File: config.mk
export PLATFORM = sky130hd
export DESIGN_NAME = translation_control_regs
export DESIGN_NICKNAME = d
export VERILOG_FILES = /design/src/core/translation_control_pkg.sv /design/src/core/translation_control_regs.sv
export SDC_FILE = /design/constraint.sdc
export NUM_CORES = 2
export LEC_CHECK = 0
export BUFFER_PORTS_ARGS = -buffer_cell sky130_fd_sc_hd__buf_2
export CAP_MARGIN = 0
export CORE_MARGIN = 2
export CORE_UTILIZATION = 30
export CTS_CLUSTER_DIAMETER = 60
export DETAILED_ROUTE_END_ITERATION = 16
export GPL_TIMING_DRIVEN = 0
export HOLD_SLACK_MARGIN = 0.15
export PLACE_DENSITY_LB_ADDON = 0.2
export SYNTH_ARGS = -nofsm -noshare
export SYNTH_HDL_FRONTEND = slang
export SYNTH_SLANG_ARGS = --single-unit
File: constraint.sdc
create_clock -name clk -period 10.4 [get_ports clk]
set_input_delay 1.04 -clock clk [delete_from_list [all_inputs] [get_ports clk]]
set_output_delay 1.04 -clock clk [all_outputs]
set_load 0.005 [all_outputs]
File: src/core/translation_control_pkg.sv
// Constants for the translation control register block
// Function
// - Wide-address bit selects 43-bit format when clear, 48-bit when set.
// - Wide mode: violation when address differs from sign extension of bits 47:0.
// - Narrow mode: violation when address differs from sign extension of bits 42:0.
// - Big-endian inverts the three-bit shift amount for extract, insert, mask.
// - Big-endian inverts address low bits by size: byte 2:0, word 2:1, long 2.
// - Format control holds page table base 63:30; view builds entry address.
// - Bit 2 selects the 32-bit layout of the page-entry view.
// - Tag staging write only updates a holding register, not the array.
// - Retired page-entry write stores staged tag and entry into one slot.
// - Fill slots chosen round-robin; first fill after reset goes to slot 0.
// - Flush-process write invalidates entries with match-all bit clear only.
// - Flush-all write invalidates all entries and resets the fill pointer.
// - Flush-single invalidates page match 47:13, minus the low bits masked by the entry's hint, with space number match.
// - Flush-single also invalidates page matches whose match-all bit is set.
// - Flush-single never requests an instruction cache flush.
// - Exception return address loads on every exception; bit 0 marks firmware mode.
// - Fault or synchronous trap captures the faulting instruction address.
// - Interrupt captures the address of the next instruction to execute.
// - Data miss or fault latches fault address, except for page-entry loads.
package translation_control_pkg;
	localparam int WIDE_ADDR_MSB = 47;
	localparam int NARROW_ADDR_MSB = 42;
	localparam int BASE_LSB = 30;
	localparam int NARROW_FORMAT_BIT = 2;
	localparam int WIDE_SELECT_BIT = 1;
	localparam int BIG_ENDIAN_BIT = 0;
	localparam int PAGE_LSB = 13;
	localparam int PAGE_MSB = 47;
	localparam int SPACE_LSB = 39;
	localparam int SPACE_MSB = 46;
	localparam int ENTRY_SHIFT = 3;
	localparam int TLB_ENTRIES = 16;
	localparam int MATCH_ALL_BIT = 4;
	localparam int HINT_LSB = 5;
	localparam logic [63:0] CTRL_RESET = 64'h0000000000000000;
	typedef enum logic [1:0] {
		SIZE_BYTE,
		SIZE_WORD,
		SIZE_LONG,
		SIZE_QUAD
	} ref_size_t;
	typedef enum logic [2:0] {
		REG_NONE,
		REG_FORMAT_CTRL,
		REG_TAG_STAGING,
		REG_ENTRY_COMMIT,
		REG_FLUSH_PROCESS,
		REG_FLUSH_ALL,
		REG_FLUSH_SINGLE
	} reg_sel_t;
	typedef enum logic [1:0] {
		EXC_NONE,
		EXC_FAULT,
		EXC_INTERRUPT
	} exc_kind_t;
endpackage

File: src/core/translation_control_regs.sv
// Translation control registers, instruction TLB staging/fill/invalidate and exception capture
`timescale 1ns/1ps
module translation_control_regs #(
	parameter int ENTRIES = translation_control_pkg::TLB_ENTRIES,
	parameter int GH_BITS = 2
) (
	input wire logic clk,
	input wire logic nrst,
	input wire logic wrEn,
	input wire translation_control_pkg::reg_sel_t wrSel,
	input wire logic wrRetire,
	input wire logic [63:0] wrData,
	input wire logic [7:0] processContextAsn,
	output logic [63:0] pageEntryAddressView,
	output logic [63:0] exceptionReturnPc,
	output logic [63:0] faultAddressCapture,
	output logic narrowFormatSelect,
	output logic wideAddressSelect,
	output logic bigEndian,
	input wire logic [63:0] effAddr,
	output logic accessViolation,
	input wire logic [2:0] shiftIn,
	output logic [2:0] shiftOut,
	input wire logic [2:0] paLowIn,
	input wire translation_control_pkg::ref_size_t refSize,
	output logic [2:0] paLowOut,
	input wire logic dataFault,
	input wire logic [63:0] dataFaultVa,
	input wire logic pageEntryLoadOp,
	input wire translation_control_pkg::exc_kind_t excKind,
	input wire logic [63:0] faultPc,
	input wire logic [63:0] nextPc,
	input wire logic privilegedFirmwareMode,
	input wire logic [63:13] lookupPage,
	output logic lookupHit,
	output logic [63:0] lookupEntry,
	output logic [ENTRIES-1:0] entryValid,
	output logic icacheFlushAll,
	output logic icacheFlushPerProcess
);
	localparam int PW = (ENTRIES > 1) ? $clog2(ENTRIES) : 1;
	// Entries keep tag bits 63:13 only; the low bits of a staged tag are page offset
	localparam int PMSB = translation_control_pkg::PAGE_MSB;
	localparam int PLSB = translation_control_pkg::PAGE_LSB;

	////////////////////////////////////////////////////////////////////////////
	// Format control register

	logic [63:30] baseQ;
	logic narrowQ;
	logic wideQ;
	logic endianQ;
	logic ctrlWr;

	assign ctrlWr = wrEn && wrSel == translation_control_pkg::REG_FORMAT_CTRL;

	// Only the base and the three control bits are kept; the reserved middle of
	// the word is dropped on write and reads back nowhere
	always_ff @(posedge clk or negedge nrst) begin
		if (!nrst) begin
			baseQ <= translation_control_pkg::CTRL_RESET[63:30];
		end else if (ctrlWr) begin
			baseQ <= wrData[63:30];
		end
	end

	always_ff @(posedge clk or negedge nrst) begin
		if (!nrst) begin
			narrowQ <= 1'b0;
			wideQ <= 1'b0;
			endianQ <= 1'b0;
		end else if (ctrlWr) begin
			narrowQ <= wrData[translation_control_pkg::NARROW_FORMAT_BIT];
			wideQ <= wrData[translation_control_pkg::WIDE_SELECT_BIT];
			endianQ <= wrData[translation_control_pkg::BIG_ENDIAN_BIT];
		end
	end

	assign narrowFormatSelect = narrowQ;
	assign wideAddressSelect = wideQ;
	assign bigEndian = endianQ;

	////////////////////////////////////////////////////////////////////////////
	// Sign checker

	localparam int WMSB = translation_control_pkg::WIDE_ADDR_MSB;
	localparam int NMSB = translation_control_pkg::NARROW_ADDR_MSB;

	logic [63:0] sext48;
	logic [63:0] sext43;
	logic wideBad;
	logic narrowBad;

	// Both formats are checked every cycle so the select bit only steers a mux and
	// a control write cannot leave a stale check result behind
	assign sext48 = {{(63 - WMSB){effAddr[WMSB]}}, effAddr[WMSB:0]};
	assign sext43 = {{(63 - NMSB){effAddr[NMSB]}}, effAddr[NMSB:0]};
	assign wideBad = effAddr != sext48;
	assign narrowBad = effAddr != sext43;
	assign accessViolation = wideQ ? wideBad : narrowBad;

	////////////////////////////////////////////////////////////////////////////
	// Endian inversion

	logic [2:0] sizeFlip;

	assign shiftOut = endianQ ? ~shiftIn : shiftIn;

	// Quadword references keep their address, only shorter ones are mirrored
	always_comb begin
		sizeFlip = 3'h0;
		if (endianQ) begin
			case (refSize)
				translation_control_pkg::SIZE_BYTE: sizeFlip = 3'h7;
				translation_control_pkg::SIZE_WORD: sizeFlip = 3'h6;
				translation_control_pkg::SIZE_LONG: sizeFlip = 3'h4;
				translation_control_pkg::SIZE_QUAD: sizeFlip = 3'h0;
				default: sizeFlip = 3'h0;
			endcase
		end
	end

	assign paLowOut = paLowIn ^ sizeFlip;

	////////////////////////////////////////////////////////////////////////////
	// Fault address capture

	logic [63:0] faultQ;
	logic faultTake;

	// A miss on the page-entry load itself must not overwrite the address that
	// the handler is still working on
	assign faultTake = dataFault && !pageEntryLoadOp;

	always_ff @(posedge clk or negedge nrst) begin
		if (!nrst) begin
			faultQ <= 64'h0000000000000000;
		end else if (faultTake) begin
			faultQ <= dataFaultVa;
		end
	end

	assign faultAddressCapture = faultQ;

	////////////////////////////////////////////////////////////////////////////
	// Page-entry view

	logic [63:0] viewNarrow;
	logic [63:0] viewWide;
	logic [63:0] viewBase;

	// All three layouts end in three zero bits so the result is entry aligned
	assign viewNarrow = {baseQ, 8'h00, faultQ[31:13], 3'h0};
	assign viewWide = {baseQ[63:38], faultQ[47:13], 3'h0};
	assign viewBase = {baseQ[63:33], faultQ[42:13], 3'h0};

	// The view is combinational from stored state so it tracks control writes at once
	always_comb begin
		pageEntryAddressView = viewBase;
		if (narrowQ) begin
			pageEntryAddressView = viewNarrow;
		end else if (wideQ) begin
			pageEntryAddressView = viewWide;
		end
	end

	////////////////////////////////////////////////////////////////////////////
	// Exception return address

	logic excTake;
	logic [63:0] excPc;
	logic [63:0] excAddrD;

	// Faults report the culprit, interrupts the instruction that was about to run
	always_comb begin
		excTake = 1'b0;
		excPc = faultPc;
		case (excKind)
			translation_control_pkg::EXC_FAULT: begin
				excTake = 1'b1;
				excPc = faultPc;
			end
			translation_control_pkg::EXC_INTERRUPT: begin
				excTake = 1'b1;
				excPc = nextPc;
			end
			default: begin
				excTake = 1'b0;
				excPc = faultPc;
			end
		endcase
	end

	// Bit 0 of a pc is always zero, so it is free to carry the firmware mode flag
	assign excAddrD = {excPc[63:1], privilegedFirmwareMode};

	always_ff @(posedge clk or negedge nrst) begin
		if (!nrst) begin
			exceptionReturnPc <= 64'h0000000000000000;
		end else if (excTake) begin
			exceptionReturnPc <= excAddrD;
		end
	end

	////////////////////////////////////////////////////////////////////////////
	// Instruction TLB staging, fill and invalidate

	logic [63:0] tagStageQ;
	logic [PW-1:0] fillPtrQ;
	logic [PW-1:0] fillPtrD;
	logic [63:13] tagQ [ENTRIES];
	logic [63:0] pteQ [ENTRIES];
	logic [7:0] asnQ [ENTRIES];
	logic [ENTRIES-1:0] validQ;
	logic commit;
	logic flushProc;
	logic flushAll;
	logic flushOne;
	logic tagWr;

	assign commit = wrRetire && wrSel == translation_control_pkg::REG_ENTRY_COMMIT;
	assign flushProc = wrEn && wrSel == translation_control_pkg::REG_FLUSH_PROCESS;
	assign flushAll = wrEn && wrSel == translation_control_pkg::REG_FLUSH_ALL;
	assign flushOne = wrEn && wrSel == translation_control_pkg::REG_FLUSH_SINGLE;
	assign tagWr = wrEn && wrSel == translation_control_pkg::REG_TAG_STAGING;

	// Staging never touches the array, so a tag write on its own changes no lookup
	always_ff @(posedge clk or negedge nrst) begin
		if (!nrst) begin
			tagStageQ <= 64'h0000000000000000;
		end else if (tagWr) begin
			tagStageQ <= wrData;
		end
	end

	// The pointer wraps by compare rather than by overflow so any entry count works
	always_comb begin
		fillPtrD = fillPtrQ;
		if (flushAll) begin
			fillPtrD = '0;
		end else if (commit) begin
			if (fillPtrQ == PW'(ENTRIES - 1)) begin
				fillPtrD = '0;
			end else begin
				fillPtrD = fillPtrQ + 1'b1;
			end
		end
	end

	always_ff @(posedge clk or negedge nrst) begin
		if (!nrst) begin
			fillPtrQ <= '0;
		end else begin
			fillPtrQ <= fillPtrD;
		end
	end

	always_ff @(posedge clk) begin
		if (commit) begin
			tagQ[fillPtrQ] <= tagStageQ[63:13];
			pteQ[fillPtrQ] <= wrData;
			asnQ[fillPtrQ] <= processContextAsn;
		end
	end

	////////////////////////////////////////////////////////////////////////////
	// Per-entry match terms

	// Stored fields are unknown until a slot is first filled, so every kill and hit
	// term is gated by the valid bit and a never-filled slot stays quiet
	logic [ENTRIES-1:0] globalEntry;
	logic [ENTRIES-1:0] spaceMatch;
	logic [ENTRIES-1:0] spaceOk;
	logic [ENTRIES-1:0] flushPageHit;
	logic [ENTRIES-1:0] lookupPageHit;
	logic [ENTRIES-1:0] killProc;
	logic [ENTRIES-1:0] killSingle;
	logic [ENTRIES-1:0] fillHere;
	logic [ENTRIES-1:0] entryHit;

	for (genvar g = 0; g < ENTRIES; g++) begin : gen_entry
		logic [GH_BITS-1:0] hint;
		logic [34:0] pageMask;
		logic [34:0] storedPage;
		logic [34:0] flushPage;
		logic [34:0] probePage;

		assign hint = pteQ[g][translation_control_pkg::HINT_LSB +: GH_BITS];
		// Each hint step makes the page eight times larger, so three more low bits drop
		assign pageMask = {35{1'b1}} << (3 * hint);
		assign storedPage = tagQ[g][PMSB:PLSB];
		assign flushPage = wrData[PMSB:PLSB];
		assign probePage = lookupPage[PMSB:PLSB];
		assign globalEntry[g] = pteQ[g][translation_control_pkg::MATCH_ALL_BIT];
		assign spaceMatch[g] = asnQ[g] == processContextAsn;
		assign spaceOk[g] = globalEntry[g] || spaceMatch[g];
		assign flushPageHit[g] = ((storedPage ^ flushPage) & pageMask) == 35'h000000000;
		assign lookupPageHit[g] = storedPage == probePage;
		// Global entries survive a process flush
		assign killProc[g] = validQ[g] && !globalEntry[g];
		assign killSingle[g] = validQ[g] && flushPageHit[g] && spaceOk[g];
		assign fillHere[g] = commit && fillPtrQ == PW'(g);
		assign entryHit[g] = validQ[g] && lookupPageHit[g] && spaceOk[g];
	end

	// Flushes and fills never meet, since each decodes its own wrSel value
	always_ff @(posedge clk or negedge nrst) begin
		if (!nrst) begin
			validQ <= '0;
		end else if (flushAll) begin
			validQ <= '0;
		end else if (flushProc) begin
			validQ <= validQ & ~killProc;
		end else if (flushOne) begin
			validQ <= validQ & ~killSingle;
		end else if (commit) begin
			validQ <= validQ | fillHere;
		end
	end

	assign entryValid = validQ;

	////////////////////////////////////////////////////////////////////////////
	// Lookup

	// Last matching slot wins; software must not load two overlapping live entries
	always_comb begin
		lookupHit = |entryHit;
		lookupEntry = 64'h0000000000000000;
		for (int i = 0; i < ENTRIES; i++) begin
			if (entryHit[i]) begin
				lookupEntry = pteQ[i];
			end
		end
	end

	////////////////////////////////////////////////////////////////////////////
	// Instruction cache flush requests

	// Cache flush requests are tied low, raised by no command and never by TLB flushes;
	// the cache is virtually tagged, so paging needs no flush of it
	assign icacheFlushAll = 1'b0;
	assign icacheFlushPerProcess = 1'b0;
endmodule

Word-level counts from Yosys, hierarchy flattened
Memory sizes are Yosys's and may differ from the RTL's.
Cells that the tools add are included.
{"block": "totals", "register_bits": 249, "inputBits": 399, "mem_bits_rw": 1968, "out_inout_bits": 285, "mem_count": 3}
{"block": "classes", "reduce_logical": 158, "shifts": 16, "n_bitwise": 39, "n_addsub": 1, "multipliers": 16, "n_mux": 33, "n_eq_ne": 60}
{"name": "pteQ", "words": 16, "width": 64, "rd": 16, "rd_clocked_by_memory_dff": 0, "write_ports": 1, "line_no": "translation_control_regs.sv:212", "source": "logic [63:0] pteQ [ENTRIES];"}
{"name": "tagQ", "words": 16, "width": 51, "rd": 16, "rd_clocked_by_memory_dff": 0, "write_ports": 1, "line_no": "translation_control_regs.sv:211", "source": "logic [63:13] tagQ [ENTRIES];"}
{"name": "asnQ", "words": 16, "width": 8, "rd": 16, "rd_clocked_by_memory_dff": 0, "write_ports": 1, "line_no": "translation_control_regs.sv:213", "source": "logic [7:0] asnQ [ENTRIES];"}
{"operator": "64-bit 2-to-1 mux", "count": 17}
{"operator": "35-bit AND", "count": 16}
{"operator": "35-bit == test", "count": 16}
{"operator": "35-bit zero test", "count": 16}
{"operator": "35-bit by 4-bit left shift with 35-bit output, first input constant", "count": 16}
{"operator": "35-bit XOR", "count": 16}
{"operator": "8-bit == test", "count": 16}
{"operator": "1-bit logical AND", "count": 103}
{"operator": "38-bit 2-to-1 mux", "count": 2}
{"operator": "2-bit by 2-bit multiplier with 4-bit output, first input constant", "count": 16}
{"operator": "16-bit 2-to-1 mux", "count": 4}
{"operator": "16-bit AND", "count": 2}
{"operator": "4-bit == test, second input constant", "count": 8}
{"operator": "16-bit inverter", "count": 2}
{"operator": "21-bit inequality test", "count": 1}
{"operator": "1-bit zero test", "count": 17}
{"operator": "4-bit by 3-bit == test with 1-bit output, second input constant", "count": 4}
{"operator": "1-bit logical OR", "count": 16}
{"operator": "16-bit inequality test", "count": 1}
{"operator": "16-bit OR", "count": 1}
{"operator": "16-bit OR reduction", "count": 1}
{"operator": "4-bit 2-to-1 mux", "count": 3}
{"operator": "3-bit case mux with 4 select lines", "count": 1}
{"operator": "3-bit == test, second input constant", "count": 3}
{"operator": "other kinds (16)", "count": 25}

Logic depth before layout (Yosys ltp)
An unclocked memory read counts as a cell.
{"block": "depth", "ltp_word": 20, "ltp_mapped": 13}

Worst setup path after synthesis
Ideal clock, no wire load.
{"block": "synth_path", "kind": "input port to flip-flop", "startpoint": "input wrSel[2]", "endpoint": "register validQ[3] (netlist: entryValid[3])", "n_path_buf": 0, "t_arrival_ps": 9529, "t_required_ps": 10322, "setup_ps": 78, "path_slack_ps": 793, "stages": 7, "path_cell_list": "and4b_1 > nand2_1 > nor3_1 > nor3_1 > nor3_1 > a21oi_1 > o2bb2ai_1"}
{"block": "synth_via", "elab_chain_len": 8, "elab_cells_between_ends": 15}
{"element": "start: declaration", "line_no": "translation_control_regs.sv:10", "source": "input wire translation_control_pkg::reg_sel_t wrSel,"}
{"element": "3-bit by 2-bit == test with 1-bit output", "line_no": "translation_control_regs.sv:221", "source": "assign commit = wrRetire && wrSel == translation_control_pkg::REG_ENTRY_COMMIT;"}
{"element": "1-bit logical AND", "line_no": "translation_control_regs.sv:221"}
{"element": "1-bit logical AND", "line_no": "translation_control_regs.sv:302", "source": "assign fillHere[g] = commit && fillPtrQ == PW'(g);"}
{"element": "16-bit OR", "line_no": "translation_control_regs.sv:317", "source": "validQ <= validQ | fillHere;"}
{"element": "16-bit 2-to-1 mux", "line_no": "translation_control_regs.sv:316", "source": "end else if (commit) begin"}
{"element": "16-bit 2-to-1 mux", "line_no": "translation_control_regs.sv:314", "source": "end else if (flushOne) begin"}
{"element": "16-bit 2-to-1 mux", "line_no": "translation_control_regs.sv:312", "source": "end else if (flushProc) begin"}
{"element": "16-bit 2-to-1 mux", "line_no": "translation_control_regs.sv:310", "source": "end else if (flushAll) begin"}
{"element": "end signal: assignment", "line_no": "translation_control_regs.sv:313", "source": "validQ <= validQ & ~killProc;"}
{"element": "end signal: assignment", "line_no": "translation_control_regs.sv:315", "source": "validQ <= validQ & ~killSingle;"}
{"element": "end signal: assignment", "line_no": "translation_control_regs.sv:317"}
{"element": "end: declaration", "line_no": "translation_control_regs.sv:214", "source": "logic [ENTRIES-1:0] validQ;"}
Parallel ways exist; a longest one is shown, timed or not. The select of a mux whose other input is x is not followed.
A chain may end at the register's enable or synchronous reset.

Worst setup path after layout
{"block": "layout_path", "startpoint": "input processContextAsn[5]", "endpoint": "output lookupEntry[4]"}
{"block": "layout_via", "elab_chain_len": 19, "elab_cells_between_ends": 64}
{"element": "start: declaration", "line_no": "translation_control_regs.sv:13", "source": "input wire logic [7:0] processContextAsn,"}
{"element": "8-bit == test", "line_no": "translation_control_regs.sv:295", "source": "assign spaceMatch[g] = asnQ[g] == processContextAsn;"}
{"element": "1-bit logical OR", "line_no": "translation_control_regs.sv:296", "source": "assign spaceOk[g] = globalEntry[g] || spaceMatch[g];"}
{"element": "1-bit logical AND", "line_no": "translation_control_regs.sv:303", "source": "assign entryHit[g] = validQ[g] && lookupPageHit[g] && spaceOk[g];"}
{"element": "64-bit 2-to-1 mux (15 in series)", "line_no": "translation_control_regs.sv:331", "source": "if (entryHit[i]) begin"}
{"element": "64-bit 2-to-1 mux *", "line_no": "translation_control_regs.sv:331"}
{"element": "end: declaration", "line_no": "translation_control_regs.sv:36", "source": "output logic [63:0] lookupEntry,"}
Every way passes the cells marked *; elsewhere a longest branch is shown, timed or not.

==> implementation parameters <==
Parameter                              Value

Global route
  Global-route wire length before repair    493 mm
  Global-route usage over all layers    0.244
  Congestion Overflow GR    0
  Maximum number of pins on one net before global-route repair    95
  Antenna violations before repair    62
  Number of global-route vias before repair    58000

STA
  Endpoints failing setup    0
  Worst-case headroom to the max-slew limit    -0.117
  Max Fclk    120 MHz
  Max-slew violation count    232
  Max Clock Skew    0.0878 ns
  Tightest Pin Transition    1.67 ns
  Hold violation total from the final report    0
  Unrepaired setup endpoints after global routing    no
  Fin crit share    0.804
  Min Clock Period, post-route    8.36 ns
  Post-Route Setup TNS    0 ns

Placement
  Number of cells in the design after placement    10700
  Detailed placer's ending HPWL    258 mm
  Input/output buffers    583
  Routability-driven placement congestion ratio    0.971

Clock network
  Clock Sinks    1932
  Skew-Pair Late Insertion Delay    0.95 ns
  Number of levels the H-tree was split into    4
  Clock transition time at the flip-flop clock pins of the worst setup and hold paths    0.06 ns
  Cell chosen for the clock root    sky130_fd_sc_hd__clkbuf_16
  Max Root-Sink Buffers    4
  Post-CTS Setup Bufs    0
  Count of instances resized after the clock tree is built    0
  Clock tree from TritonCTS    done
  Number of clock buffers inserted by TritonCTS    230

Synth
  Average cell area after synthesis    13.8 µm²
  EDFF count, synth    1712
  Count of distinct cell types in the synthesized netlist    81
  Sequential share of the synthesized area    0.659
  Synthesized flop and latch total    1932
  Area share of the largest cell type after synthesis    0.595
  Top area cells in the synthesized netlist    sky130_fd_sc_hd__edfxtp_1 59%, sky130_fd_sc_hd__xnor2_1 6.5%, sky130_fd_sc_hd__dfrtp_1 6.4%
  Synth Warn #    0
  Top cell type by total area after synthesis    sky130_fd_sc_hd__edfxtp_1
  Cell area after synthesis    86400 µm²
  Post-synthesis cell count    6259
  Async S/R FF share, synth    0.114
  Top post-synthesis cells by count    1712 x sky130_fd_sc_hd__edfxtp_1, 645 x sky130_fd_sc_hd__xnor2_1, 599 x sky130_fd_sc_hd__xor2_1, 355 x sky130_fd_sc_hd__nor2_1, 335 x sky130_fd_sc_hd__a21oi_1
  Most used DFF post-synth    sky130_fd_sc_hd__edfxtp_1
  Most frequent cell after synthesis    sky130_fd_sc_hd__edfxtp_1

Detailed routing
  DRC violation count after routing    0
  Met1 WL    155 mm
  Top sig layer    met5
  Total vias in the final route    58900
  Metal3 WL    34.4 mm
  Initial detailed-routing violation count    7801
  Ratio of routed vias to standard cells    5.29
  Pre-antenna DRT Iters    9
  Average wire per cell in the routed design    33.1 µm
  Wire length after detailed routing    368 mm
  Amount of wire on met2 after detailed routing    163 mm
  Number of routed nets with antenna violations    0

Critical path
  Cell breakdown of the critical path    buf_2 > buf_2 > xor2_1 > nor4_1 > a21oi_1 > nor4_4 > clkbuf_1 > clkbuf_1 > nand3_1 > nand3_1 > a31oi_1 > o32ai_1 > buf_2
  Buf+Inv Stages, Crit Path    5
  Most common cell type on the critical path    sky130_fd_sc_hd__buf_2
  Number of cells on the critical path    13
  Critical-path maximum fanout    17
  Element type at the critical path end    output pin
  Slowest stage cell, crit path    sky130_fd_sc_hd__clkbuf_1
  Worst reg-to-reg path cell count    6
  Worst Path Arrival    7.32 ns
  Critical path startpoint category    input port
  Classification of the worst setup path    in -> out
  Dominant delay contributor by cell family on the critical path    buffers and inverters
  Required time reported for the critical path endpoint    9.36 ns
  Stage delay of the slowest cell on the critical path    1.13 ns

Min path
  Worst hold path stage count    2
  Worst hold-check path type    in -> reg

Die
  Horizontal die dimension    541 µm
  Floorplan die height    541 µm
  Initial Utilization    0.301
  Core box area    287000 µm²
  Num ports    684
  DIE AREA    292000 µm²
  Number of core rows    197

Layout
  Post-synthesis to final-layout area growth    19.1%
  Final net count    7553
  Area taken by flip-flops and latches    56900 µm²
  Number of fill cells    28100
  Share of post-route cells with drive strength above 1    0.202
  Multi-input logic area    26600 µm²
  Non-filler cells in the finished layout    11100

Power and ir drop
  Total Power    18.7 mW
  Power density of the placed cells    182 nW/µm²
  Static power due to leakage    35.2 nW
  VDD IR-drop max    0.000154 V

Outcome
  Run status    finished with violations
  Violations in the final reports    capacitance limit, slew limit

Flow run
  Max Cap Violations    18
==> kinds of logic (layout without fill, tap and decap cells) <==
logic type / Yosys count / after routing / synth area share
AOI/OAI and AO/OA: 1128 / 1128 / 0.0825
xor gates and xnor gates: 1244 / 1244 / 0.126
adders and majority gates: 5 / 5 / 0.000724
buffers and inverters: 602 / 1664 / 0.0350
DFF: 1932 / 1932 / 0.659
muxes: 271 / 271 / 0.0335
other: 1 / 27 / 0.0000434
and+or+nand+nor: 1076 / 1076 / 0.0635
==> per-stage QoR <==
step	utilization	setup slack (ns)	hold WS, ns	cell area, µm²
2_1_floorplan	-	0.793	0.475	86400
3_3_place_gp	0.327	-6.70	0.463	94100
3_5_place_dp	0.333	1.84	0.469	95600
4_1_cts	0.358	1.83	0.291	103000
5_1_grt	0.358	1.83	0.347	103000
6_report	0.358	2.04	0.364	103000
==> report_power, final <==
part	internal (mW)	leakage, nW	switching (mW)	total [mW]
clock	4.53	3.56	3.41	7.94
combinational	0.534	13.5	0.903	1.44
sequential	8.76	18.1	0.565	9.33
total	13.8	35.2	4.88	18.7
==> what timing repair did <==
| action | in CTS | in global routing |
|---|---|---|
| hold buffers | 1 | 0 |
| endpoints found under the hold margin | 45 | 0 |
| setup endpoints to repair | 0 | 0 |
==> final cells by class <==
| cell class | count | share of cell area |
|---|---|---|
| flip-flops and latches | 1932 | 0.553 |
| multi-input cells | 3729 | 0.258 |
| clock buffers | 288 | 0.0597 |
| well taps | 3781 | 0.0460 |
| repair buffers | 654 | 0.0414 |
| plain buffers | 449 | 0.0242 |
| clock inverters | 120 | 0.0109 |
| inverters | 153 | 0.00577 |
| diodes | 22 | 0.000535 |
==> routing by layer <==
metal | vias up | global-route usage
li1 | 24900 | -
met1 | 30200 | 0.336
met2 | 3092 | 0.375
met3 | 688 | 0.0529
met4 | 18 | 0.0952
met5 | - | 0
==> flip-flops by register name, summed over array words and instances, names as in the netlist, 4 cells and up <==
signal               flops
baseQ                   34
exceptionReturnPc       64
tagStageQ               35
faultAddressCapture     64
asnQ                   128
pteQ                  1024
entryValid              16
fillPtrQ                 4
tagQ                   560
==> cells in the final DEF, fill, tap and decap left out, types with 41 or more instances in the layout <==
cell,instances
sky130_fd_sc_hd__mux2i_1,124
sky130_fd_sc_hd__o32ai_1,54
sky130_fd_sc_hd__nand4_1,173
sky130_fd_sc_hd__inv_1,149
sky130_fd_sc_hd__mux2_2,146
sky130_fd_sc_hd__edfxtp_1,1712
sky130_fd_sc_hd__clkbuf_16,235
sky130_fd_sc_hd__clkbuf_1,243
sky130_fd_sc_hd__xnor2_1,645
sky130_fd_sc_hd__o21bai_1,63
sky130_fd_sc_hd__o21ai_0,250
sky130_fd_sc_hd__buf_4,89
sky130_fd_sc_hd__xor2_1,599
sky130_fd_sc_hd__a211oi_1,65
sky130_fd_sc_hd__clkinv_2,41
sky130_fd_sc_hd__buf_2,660
sky130_fd_sc_hd__nor2_1,350
sky130_fd_sc_hd__o311ai_1,59
sky130_fd_sc_hd__o21ai_1,87
sky130_fd_sc_hd__nor4_1,180
sky130_fd_sc_hd__dfrtp_1,201
sky130_fd_sc_hd__a21oi_1,335
sky130_fd_sc_hd__buf_6,57
sky130_fd_sc_hd__o221ai_1,64
sky130_fd_sc_hd__nand2_1,160
sky130_fd_sc_hd__or2_2,63
sky130_fd_sc_hd__a21boi_1,57
==> worst paths after layout <==
check                                               endpoint  slack [ns]                               from
max in group asynchronous          tagStageQ[17]$_DFFE_PN0P_        8.18                               nrst
hold / removal              exceptionReturnPc[0]$_DFFE_PN0P_        0.36             privilegedFirmwareMode
hold reg to reg            exceptionReturnPc[17]$_DFFE_PN0P_        0.48  exceptionReturnPc[17]$_DFFE_PN0P_
setup / recovery                              lookupEntry[4]        2.04               processContextAsn[5]
min in group asynchronous  exceptionReturnPc[60]$_DFFE_PN0P_        0.62                               nrst
setup reg to reg                  entryValid[13]$_DFFE_PN0P_        6.66              asnQ[13][6]$_DFFE_PP_
Note: power is estimated with default switching activity, not from simulation.
